===== src/design/psm_pkg.sv =====
package psm_pkg;

	localparam int unsigned CLK_HZ = 100_000_000;
	localparam int unsigned OT_WARN_MS = 10_000;
	localparam int unsigned OT_WARN_CYC = OT_WARN_MS * (CLK_HZ / 1000);

	localparam logic [3:0] MCU_ADDR_HI = 4'hB;
	localparam logic [3:0] EEP_ADDR_HI = 4'hA;

	localparam logic [7:0] MCU_NVM_END = 8'h60;
	localparam logic [6:0] EEP_INFO_END = 7'h08;

	localparam logic [7:0] CMD_OPERATION = 8'h01;
	localparam logic [7:0] CMD_CLEAR_FAULTS = 8'h03;
	localparam logic [7:0] CMD_VENDOR_STATUS = 8'h80;
	localparam logic [7:0] CMD_NVM_PTR = 8'hD0;
	localparam logic [7:0] CMD_NVM_DATA = 8'hD1;

	localparam logic [7:0] CMD_FAN_COMMAND = 8'h21;
	localparam logic [7:0] CMD_FAN_STATUS = 8'h81;
	localparam logic [7:0] CMD_READ_VIN = 8'h88;
	localparam logic [7:0] CMD_READ_IIN = 8'h89;
	localparam logic [7:0] CMD_FAN_SPEED_A = 8'h90;
	localparam logic [7:0] CMD_FAN_SPEED_B = 8'h91;
	localparam logic [7:0] CMD_READ_PIN = 8'hA3;

	localparam int OP_ON_BIT = 7;
	localparam logic FW_ON_RST = 1'b1;

	localparam int ST_OT_WARN = 0;
	localparam int ST_OT_SD = 1;
	localparam int ST_OVP = 2;
	localparam int ST_OCP = 3;
	localparam int ST_REMOTE_OFF = 4;
	localparam int ST_NO_ALERT = 5;
	localparam int ST_INPUT_LOST = 6;

	localparam int SY_SCL = 0;
	localparam int SY_SDA = 1;
	localparam int SY_STRAP = 2;
	localparam int SY_WP = 5;
	localparam int SY_REMOTE = 6;
	localparam int SY_INPUT = 7;
	localparam int SY_OVP = 8;
	localparam int SY_OCP = 9;
	localparam int SY_OT = 10;
	localparam int SY_W = 11;

	typedef enum logic [2:0] {
		S_IDLE = 3'h0,
		S_ADDR = 3'h1,
		S_ACK = 3'h3,
		S_RX = 3'h2,
		S_TX = 3'h6,
		S_HACK = 3'h7
	} psm_i2c_e;

endpackage : psm_pkg


===== src/design/psm_mem.sv =====
module psm_mem #(
	parameter int DEPTH = 128,
	parameter int AW = 7
) (
	input wire logic core_clk,
	input wire logic nrst,
	input wire logic we,
	input wire logic [AW-1:0] addr,
	input wire logic [7:0] wdata,
	output logic [7:0] rdata
);
	logic [7:0] mem [DEPTH];

	// array holds no reset: contents survive a core reset like real storage
	always_ff @(posedge core_clk) begin
		if (we) begin
			mem[addr] <= wdata;
		end
	end

	always_ff @(posedge core_clk or negedge nrst) begin
		if (!nrst) begin
			rdata <= 8'h00;
		end else begin
			rdata <= (int'(addr) < DEPTH) ? mem[addr] : 8'hFF;
		end
	end
endmodule : psm_mem


===== src/design/psm_status_mgmt.sv =====
module psm_status_mgmt #(
	parameter int unsigned OT_DELAY_CYC = psm_pkg::OT_WARN_CYC,
	// identity bytes, value arbitrary
	parameter logic [63:0] EEP_INFO = 64'h0123456789ABCDEF
) (
	input wire logic core_clk,
	input wire logic nrst,
	input wire logic scl_pin,
	input wire logic sda_in,
	output logic sda_out,
	output logic sda_oe,
	input wire logic [2:0] addr_strap,
	input wire logic wp_pin,
	input wire logic remote_on_pin,
	input wire logic input_ok_pin,
	input wire logic ovp_pin,
	input wire logic ocp_pin,
	input wire logic ot_pin,
	output logic alert_out,
	output logic alert_oe,
	output logic fault_ok_flag,
	output logic output_good_flag,
	output logic input_good_flag,
	output logic temp_good_flag,
	output logic output_enable,
	output logic led_input_green,
	output logic led_output_green,
	output logic fault_lamp,
	output logic unit_inserted_flag
);
	////////////////////////////////////////////////////////////////////////////
	logic [psm_pkg::SY_W-1:0] pins_raw;
	logic [psm_pkg::SY_W-1:0] pins_s;

	assign pins_raw = {ot_pin, ocp_pin, ovp_pin, input_ok_pin, remote_on_pin, wp_pin,
		addr_strap, sda_in, scl_pin};

	psm_sync #(.W(psm_pkg::SY_W)) u_sync (
		.core_clk(core_clk),
		.nrst(nrst),
		.d(pins_raw),
		.q(pins_s)
	);

	wire scl_s = pins_s[psm_pkg::SY_SCL];
	wire sda_s = pins_s[psm_pkg::SY_SDA];
	wire [2:0] strap_s = pins_s[psm_pkg::SY_STRAP +: 3];
	wire wp_s = pins_s[psm_pkg::SY_WP];
	wire remote_s = pins_s[psm_pkg::SY_REMOTE];
	wire in_ok_s = pins_s[psm_pkg::SY_INPUT];
	wire ovp_s = pins_s[psm_pkg::SY_OVP];
	wire ocp_s = pins_s[psm_pkg::SY_OCP];
	wire ot_s = pins_s[psm_pkg::SY_OT];

	////////////////////////////////////////////////////////////////////////////
	// power state and alarm table
	logic [31:0] ot_cnt_r;
	logic [31:0] ot_cnt_nxt;
	logic ot_sd_r;
	logic ot_sd_nxt;
	logic fw_on_r;
	logic fw_on_nxt;
	logic alert_pend_r;
	logic alert_pend_nxt;
	logic [7:0] status_q_r;
	logic [7:0] status_now;
	logic clear_fault_p;
	logic out_on_nxt;
	logic temp_good_nxt;

	assign ot_cnt_nxt = (ot_s && !ot_sd_r) ? ot_cnt_r + 32'h1 : 32'h0;
	assign ot_sd_nxt = ot_s && (ot_sd_r || ot_cnt_r == OT_DELAY_CYC - 32'h1);
	// any protection, input loss or off command removes the output
	assign out_on_nxt = in_ok_s && !ovp_s && !ocp_s && !ot_sd_r && remote_s && fw_on_r;
	assign temp_good_nxt = !ot_s || !in_ok_s;

	assign status_now = {1'b0, !in_ok_s, 1'b0, !remote_s, ocp_s, ovp_s, ot_sd_r, ot_s};
	// set wins over a simultaneous clear
	assign alert_pend_nxt = (status_now != status_q_r) || (alert_pend_r && !clear_fault_p);

	always_ff @(posedge core_clk or negedge nrst) begin
		if (!nrst) begin
			ot_cnt_r <= 32'h0;
			ot_sd_r <= 1'b0;
			alert_pend_r <= 1'b0;
			status_q_r <= 8'h00;
		end else begin
			ot_cnt_r <= ot_cnt_nxt;
			ot_sd_r <= ot_sd_nxt;
			alert_pend_r <= alert_pend_nxt;
			status_q_r <= status_now;
		end
	end

	always_ff @(posedge core_clk or negedge nrst) begin
		if (!nrst) begin
			output_enable <= 1'b0;
			output_good_flag <= 1'b0;
			fault_ok_flag <= 1'b0;
			input_good_flag <= 1'b0;
			temp_good_flag <= 1'b1;
			led_input_green <= 1'b0;
			led_output_green <= 1'b0;
			fault_lamp <= 1'b1;
			alert_oe <= 1'b0;
			alert_out <= 1'b0;
			sda_out <= 1'b0;
			unit_inserted_flag <= 1'b0;
		end else begin
			output_enable <= out_on_nxt;
			output_good_flag <= out_on_nxt;
			fault_ok_flag <= out_on_nxt;
			input_good_flag <= in_ok_s;
			temp_good_flag <= temp_good_nxt;
			led_input_green <= in_ok_s;
			led_output_green <= out_on_nxt;
			fault_lamp <= !out_on_nxt;
			alert_oe <= alert_pend_r;
			alert_out <= 1'b0;
			sda_out <= 1'b0;
			unit_inserted_flag <= 1'b0;
		end
	end

	////////////////////////////////////////////////////////////////////////////
	// serial target; scl is only ever sampled, never driven
	psm_pkg::psm_i2c_e state_r, state_nxt;
	logic [3:0] bitcnt_r, bitcnt_nxt;
	logic [7:0] sr_r, sr_nxt;
	logic [7:0] tx_r, tx_nxt;
	logic sda_oe_nxt;
	logic rw_r, rw_nxt;
	logic tgt_eep_r, tgt_eep_nxt;
	logic first_r, first_nxt;
	logic [7:0] cmd_r;
	logic [7:0] nvm_ptr_r;
	logic [6:0] eptr_r;
	logic scl_q_r;
	logic sda_q_r;
	logic [7:0] nvm_rdata;
	logic [7:0] eep_rdata;
	logic [7:0] tx_byte;

	wire scl_rise = scl_s && !scl_q_r;
	wire scl_fall = !scl_s && scl_q_r;
	wire start_c = scl_s && scl_q_r && sda_q_r && !sda_s;
	wire stop_c = scl_s && scl_q_r && !sda_q_r && sda_s;
	wire addr_mcu = sr_r[7:1] == {psm_pkg::MCU_ADDR_HI, strap_s};
	wire addr_eep = sr_r[7:1] == {psm_pkg::EEP_ADDR_HI, strap_s};
	wire byte_done = (state_r == psm_pkg::S_RX) && scl_fall && (bitcnt_r == 4'h8);
	wire tx_load = scl_fall && ((state_r == psm_pkg::S_ACK && rw_r) || state_r == psm_pkg::S_HACK);
	wire ptr_ok = nvm_ptr_r < psm_pkg::MCU_NVM_END;
	wire cmd_unsup = sr_r == psm_pkg::CMD_FAN_COMMAND || sr_r == psm_pkg::CMD_FAN_STATUS ||
		sr_r == psm_pkg::CMD_READ_VIN || sr_r == psm_pkg::CMD_READ_IIN ||
		sr_r == psm_pkg::CMD_FAN_SPEED_A || sr_r == psm_pkg::CMD_FAN_SPEED_B ||
		sr_r == psm_pkg::CMD_READ_PIN;
	wire cmd_sup = !cmd_unsup && (sr_r == psm_pkg::CMD_OPERATION ||
		sr_r == psm_pkg::CMD_CLEAR_FAULTS || sr_r == psm_pkg::CMD_VENDOR_STATUS ||
		sr_r == psm_pkg::CMD_NVM_PTR || sr_r == psm_pkg::CMD_NVM_DATA);
	// the vendor status byte is read only, so a data write to it is refused
	wire mcu_data_ack = cmd_r == psm_pkg::CMD_OPERATION || cmd_r == psm_pkg::CMD_NVM_PTR ||
		(cmd_r == psm_pkg::CMD_NVM_DATA && ptr_ok);
	wire rx_ack = first_r ? (tgt_eep_r || cmd_sup) : (tgt_eep_r ? !wp_s : mcu_data_ack);
	wire mcu_wr = byte_done && !tgt_eep_r && !first_r;
	wire nvm_we = mcu_wr && cmd_r == psm_pkg::CMD_NVM_DATA && ptr_ok;
	wire eep_we = byte_done && tgt_eep_r && !first_r && !wp_s &&
		eptr_r >= psm_pkg::EEP_INFO_END;
	wire fw_wr = mcu_wr && cmd_r == psm_pkg::CMD_OPERATION;
	wire nvm_rd_step = tx_load && !tgt_eep_r && cmd_r == psm_pkg::CMD_NVM_DATA;
	wire [7:0] vendor_status = {status_now[7:6], !alert_pend_r, status_now[4:0]};
	wire [7:0] info_byte = EEP_INFO[{eptr_r[2:0], 3'h0} +: 8];

	assign clear_fault_p = byte_done && !tgt_eep_r && first_r &&
		sr_r == psm_pkg::CMD_CLEAR_FAULTS;
	assign fw_on_nxt = fw_wr ? sr_r[psm_pkg::OP_ON_BIT] : fw_on_r;

	assign tx_byte = tgt_eep_r ? ((eptr_r < psm_pkg::EEP_INFO_END) ? info_byte : eep_rdata) :
		(cmd_r == psm_pkg::CMD_VENDOR_STATUS) ? vendor_status :
		(cmd_r == psm_pkg::CMD_OPERATION) ? {fw_on_r, 7'h00} :
		(cmd_r == psm_pkg::CMD_NVM_PTR) ? nvm_ptr_r :
		(cmd_r == psm_pkg::CMD_NVM_DATA && ptr_ok) ? nvm_rdata : 8'hFF;

	always_comb begin
		state_nxt = state_r;
		bitcnt_nxt = bitcnt_r;
		sr_nxt = sr_r;
		tx_nxt = tx_r;
		sda_oe_nxt = sda_oe;
		rw_nxt = rw_r;
		tgt_eep_nxt = tgt_eep_r;
		first_nxt = first_r;
		if (start_c) begin
			state_nxt = psm_pkg::S_ADDR;
			bitcnt_nxt = 4'h0;
			sda_oe_nxt = 1'b0;
		end else if (stop_c) begin
			state_nxt = psm_pkg::S_IDLE;
			sda_oe_nxt = 1'b0;
		end else begin
			case (state_r)
				psm_pkg::S_ADDR, psm_pkg::S_RX: begin
					if (scl_rise) begin
						sr_nxt = {sr_r[6:0], sda_s};
						bitcnt_nxt = bitcnt_r + 4'h1;
					end else if (scl_fall && bitcnt_r == 4'h8) begin
						if (state_r == psm_pkg::S_ADDR) begin
							// ack only our own two addresses
							state_nxt = (addr_mcu || addr_eep) ? psm_pkg::S_ACK : psm_pkg::S_IDLE;
							sda_oe_nxt = addr_mcu || addr_eep;
							rw_nxt = sr_r[0];
							tgt_eep_nxt = addr_eep;
							first_nxt = 1'b1;
						end else begin
							// a refused byte is not acknowledged
							state_nxt = rx_ack ? psm_pkg::S_ACK : psm_pkg::S_IDLE;
							sda_oe_nxt = rx_ack;
							first_nxt = 1'b0;
						end
					end
				end
				psm_pkg::S_ACK: begin
					if (scl_fall) begin
						bitcnt_nxt = 4'h0;
						state_nxt = rw_r ? psm_pkg::S_TX : psm_pkg::S_RX;
						tx_nxt = tx_byte;
						sda_oe_nxt = rw_r && !tx_byte[7];
					end
				end
				psm_pkg::S_TX: begin
					if (scl_rise) begin
						bitcnt_nxt = bitcnt_r + 4'h1;
					end else if (scl_fall) begin
						if (bitcnt_r == 4'h8) begin
							state_nxt = psm_pkg::S_HACK;
							sda_oe_nxt = 1'b0;
						end else begin
							tx_nxt = {tx_r[6:0], 1'b0};
							sda_oe_nxt = !tx_r[6];
						end
					end
				end
				psm_pkg::S_HACK: begin
					if (scl_rise && sda_s) begin
						state_nxt = psm_pkg::S_IDLE;
					end else if (scl_fall) begin
						state_nxt = psm_pkg::S_TX;
						bitcnt_nxt = 4'h0;
						tx_nxt = tx_byte;
						sda_oe_nxt = !tx_byte[7];
					end
				end
				default: begin
					state_nxt = psm_pkg::S_IDLE;
					sda_oe_nxt = 1'b0;
				end
			endcase
		end
	end

	always_ff @(posedge core_clk or negedge nrst) begin
		if (!nrst) begin
			state_r <= psm_pkg::S_IDLE;
			bitcnt_r <= 4'h0;
			sr_r <= 8'h00;
			tx_r <= 8'h00;
			sda_oe <= 1'b0;
			rw_r <= 1'b0;
			tgt_eep_r <= 1'b0;
			first_r <= 1'b0;
			scl_q_r <= 1'b1;
			sda_q_r <= 1'b1;
			fw_on_r <= psm_pkg::FW_ON_RST;
		end else begin
			state_r <= state_nxt;
			bitcnt_r <= bitcnt_nxt;
			sr_r <= sr_nxt;
			tx_r <= tx_nxt;
			sda_oe <= sda_oe_nxt;
			rw_r <= rw_nxt;
			tgt_eep_r <= tgt_eep_nxt;
			first_r <= first_nxt;
			scl_q_r <= scl_s;
			sda_q_r <= sda_s;
			fw_on_r <= fw_on_nxt;
		end
	end

	// pointers step after each data byte so block reads and writes stream
	always_ff @(posedge core_clk or negedge nrst) begin
		if (!nrst) begin
			cmd_r <= 8'h00;
			nvm_ptr_r <= 8'h00;
			eptr_r <= 7'h00;
		end else begin
			if (byte_done && first_r && !tgt_eep_r) cmd_r <= sr_r;
			if (mcu_wr && cmd_r == psm_pkg::CMD_NVM_PTR) nvm_ptr_r <= sr_r;
			else if (nvm_we || nvm_rd_step) nvm_ptr_r <= nvm_ptr_r + 8'h01;
			if (byte_done && tgt_eep_r) eptr_r <= first_r ? sr_r[6:0] : eptr_r + 7'h01;
			else if (tx_load && tgt_eep_r) eptr_r <= eptr_r + 7'h01;
		end
	end

	psm_mem #(.DEPTH(96), .AW(7)) u_nvm (
		.core_clk(core_clk),
		.nrst(nrst),
		.we(nvm_we),
		.addr(nvm_ptr_r[6:0]),
		.wdata(sr_r),
		.rdata(nvm_rdata)
	);

	psm_mem #(.DEPTH(128), .AW(7)) u_eep (
		.core_clk(core_clk),
		.nrst(nrst),
		.we(eep_we),
		.addr(eptr_r),
		.wdata(sr_r),
		.rdata(eep_rdata)
	);
endmodule : psm_status_mgmt


===== src/design/psm_sync.sv =====
module psm_sync #(
	parameter int W = 1
) (
	input wire logic core_clk,
	input wire logic nrst,
	input wire logic [W-1:0] d,
	output logic [W-1:0] q
);
	logic [W-1:0] meta_r;

	always_ff @(posedge core_clk or negedge nrst) begin
		if (!nrst) begin
			meta_r <= '0;
			q <= '0;
		end else begin
			meta_r <= d;
			q <= meta_r;
		end
	end
endmodule : psm_sync


===== config.mk =====
export PLATFORM = sky130hd
export DESIGN_NAME = psm_status_mgmt
export DESIGN_NICKNAME = d
export VERILOG_FILES = /design/src/design/psm_pkg.sv /design/src/design/psm_mem.sv /design/src/design/psm_status_mgmt.sv /design/src/design/psm_sync.sv
export SDC_FILE = /design/constraint.sdc
export NUM_CORES = 2
export LEC_CHECK = 0
export BUFFER_PORTS_ARGS = -buffer_cell sky130_fd_sc_hd__buf_4
export CELL_PAD_IN_SITES_DETAIL_PLACEMENT = 0
export CELL_PAD_IN_SITES_GLOBAL_PLACEMENT = 2
export CORE_ASPECT_RATIO = 0.7
export CORE_UTILIZATION = 52
export DETAILED_ROUTE_END_ITERATION = 16
export GPL_TIMING_DRIVEN = 0
export PLACE_DENSITY = 0.85
export SKIP_CTS_REPAIR_TIMING = 1
export SLEW_MARGIN = 20
export SYNTH_ARGS = -nofsm -noshare
export SYNTH_HDL_FRONTEND = slang
export SYNTH_SLANG_ARGS = --single-unit

===== constraint.sdc =====
create_clock -name core_clk -period 14.4 [get_ports core_clk]
set_input_delay 2.88 -clock core_clk [delete_from_list [all_inputs] [get_ports core_clk]]
set_output_delay 2.88 -clock core_clk [all_outputs]
set_load 0.005 [all_outputs]

==> results.md <==
- Mapped Area: 76500 um^2
- Syn Inst Count: around 4500
- RSZ-0062 raised after global routing: no
- Hold slack final: about 350 ps
- Clock Skews: 25.2 ps
- Dpl cells: 6613
- Setup WS pre-CTS: around 8500 ps
- Async set-reset flop share out of synthesis: around 7.0%
- Multi-input gate area: between 15000 and 20000 um^2
- Reg area: 57200 um^2
- Global routing usage on met3: between 20% and 30%
- Most frequent cells in the layout: 1792 x edfxtp_1, 431 x nor2_1, 219 x mux2i_1, 184 x nand2_1, 183 x clkbuf_16
- Worst Tran Pin Value: around 1400 ps
- Slew headroom: under 10%
- Vias: 49300
- Clk slew on worst S/H paths: roughly 60 ps
- Pwr dens: between 100 and 150 nW/um^2
- Fin worst setup slack: 7830 ps
- Clock Tree Buf Depth: 3
- Crit. End Element: register
- HP Class: reg -> reg
- Design Power: 11.6 mW
- Largest net degree at the start of global routing: 77
- # rows: 117
- Setup TNS: 0 ps
- Final Wtd Congestion: roughly 1.0
- I/O Buffers: 22
- Total CTS buffers: roughly 180
- Area Overhead vs Synth: 12.6%
- Max IR drop VDD: slightly below 0.1 mV
- Starting Density: 52.5%
- Leak: approximately 28 nW
- Chip height: approximately 320 um
- Drt first pass iters: 9
- All-Layer GR Usage: between 40% and 50%
- Vias in the first global route: between 40000 and 50000
- Crit path DAT: about 7000 ps
- Period utilization: a little under half
- Max_cap viols: 0
- TritonCTS clock tree: done
- Share of cells above drive strength 1: 16.7%
- Worst Path Max Fanout: 10
- Max frequency: 0.152 GHz
- Crit path time final: about 6600 ps
- Final-stage net count: approximately 4900
- CTS root buf: clkbuf_16
- Synth Register Bits: a little under 2000
- Synth Area per Inst: ~17 um^2
- Met2 usage: roughly half
- GR Util met1: 59.5%
- Final HPWL DP: between 200000 and 250000 um
- Final hold vios: 0
- Grt ovf: 0
- H-tree depth: 4
- Max-slew violations: 0
- Layout fillers: between 10000 and 15000
- Die span in x: ~460 um
- Ys flop type: edfxtp_1
- DRT iter0 DRCs: between 9000 and 10000
- Startpoint types: register
- Ports: 26
- Commonest non-fill, non-tap cell in the layout: edfxtp_1
- Initial antenna violation count: 31
- Required time worst endpoint: 14910 ps
- Post-synth cell types: 89
- Residual DRC count: 0
- Routed wire per std cell: approximately 43 um
- Kind of critical path: reg -> reg
- Cell Count, Final, Fillers Out: between 6000 and 7000
- Final setup fails: 0
- Placed Area: between 80000 and 90000 um^2
- Grt peak-use layer: met1
- Status: finished clean
- Post-route ant nets: 0
- Core Util, Final: 59.1%
- Via-to-Cell Ratio: about 7
- Global-route wire length before repair: 395000 um
- Die area: approximately 150000 um^2
- Sequential cell area fraction in the yosys report: around three quarters
- Number of flops mapped to enable cells by yosys: 1792
- Ys Warns: 0
- CTS sink cnt: between 1500 and 2000
- WL final: roughly 300000 um
- Post-route cell area: roughly 86000 um^2
- Core area: ~150000 um^2
- Worst-Skew Late Latency: between 800 and 900 ps
per-layer routing:
| layer | vias to the layer above | wire, um |
|---|---|---|
| li1 | 18700 | - |
| met1 | 25600 | 121000 |
| met2 | 4478 | 111000 |
| met3 | 559 | 60000 |
| met4 | 19 | 8500 |
| met5 | - | 588 |
worst max-delay path: stages, from the launching register on:
cell	delay [ps]
dfrtp_1	680
buf_4	400
buf_2	680
buf_2	690
buf_2	740
buf_2	710
o211ai_1	210
o21ai_0	140
a21oi_1	140
nor4_1	1160
nand4_1	610
cell families (layout without fill, tap and decap cells):
family                   Yosys count  in the layout  synth area share [%]
adder cells (fa/ha/maj)            7              7                 0.114
multiplexers                     506            506                  9.44
XOR/XNOR                          49             49                 0.561
flip-flops                      1927           1927                  74.8
AO/OA/AOI/OAI                    876            876                  8.11
other                              1             80               0.00490
buffers and inverters            323            709                  2.17
AND/OR/NAND/NOR                  842            842                  4.84
path summary, 6_finish.rpt:
| kind | slack, ps | from | endpoint | cells after the start |
|---|---|---|---|---|
| max | 7830 | eptr_r[2] | u_eep.rdata[6] | 10 |
| min | 350 | u_sync.meta_r[5] | u_sync.q[5] | 0 |
| max reg2reg | 7830 | eptr_r[2] | u_eep.rdata[6] | 10 |
| min reg2reg | 350 | u_sync.meta_r[5] | u_sync.q[5] | 0 |
| max in group asynchronous | 11630 | nrst | sda_q_r | 2 |
| min in group asynchronous | 2000 | nrst | ot_cnt_r[22] | 1 |
state kept, by name (all words and copies together), names as in the netlist, 6 cells and up:
signal         count
u_eep.mem       1024
u_nvm.mem        768
ot_cnt_r          32
u_sync.meta_r     11
u_sync.q          11
cmd_r              8
nvm_ptr_r          8
sr_r               8
u_eep.rdata        8
u_nvm.rdata        8
eptr_r             7
tx_r               7
status_q_r         6
Yosys cell counts (32+ instances only):
| master | count | area share, % |
|---|---|---|
| nor2_1 | 443 | 2.2 |
| nand3_1 | 46 | 0.30 |
| a221oi_1 | 172 | 2.0 |
| edfxtp_1 | 1792 | 70 |
| buf_4 | 53 | 0.52 |
| a22oi_1 | 84 | 0.82 |
| mux4_2 | 158 | 4.7 |
| xor2_1 | 32 | 0.37 |
| a22o_1 | 46 | 0.53 |
| clkbuf_1 | 135 | 0.66 |
| mux2i_1 | 221 | 2.9 |
| dfrtp_1 | 130 | 4.3 |
| o21ai_0 | 134 | 0.88 |
| buf_2 | 78 | 0.51 |
| mux2_2 | 122 | 1.8 |
| nand2_1 | 184 | 0.90 |
| a21oi_1 | 170 | 1.1 |
| o22ai_1 | 68 | 0.56 |
| a211oi_1 | 32 | 0.31 |
where the power goes:
group          leakage, nW  internal [mW]  switching [mW]
Clock                 2.83           2.66            2.16
Combinational         6.74         0.0786           0.274
Sequential            18.0           6.32          0.0714
Total                 27.6           9.06            2.51
layout make-up:
cell class,count,share of cell area (%)
antenna,13,0.0378
buffer,303,1.90
clock buffer,220,5.52
clock inverter,112,1.21
inverter,20,0.0872
multi-input combinational,2347,20.8
sequential,1927,66.4
tap,1963,2.85
timing repair buffer,54,1.10
Note: power is estimated with default switching activity, not from simulation.
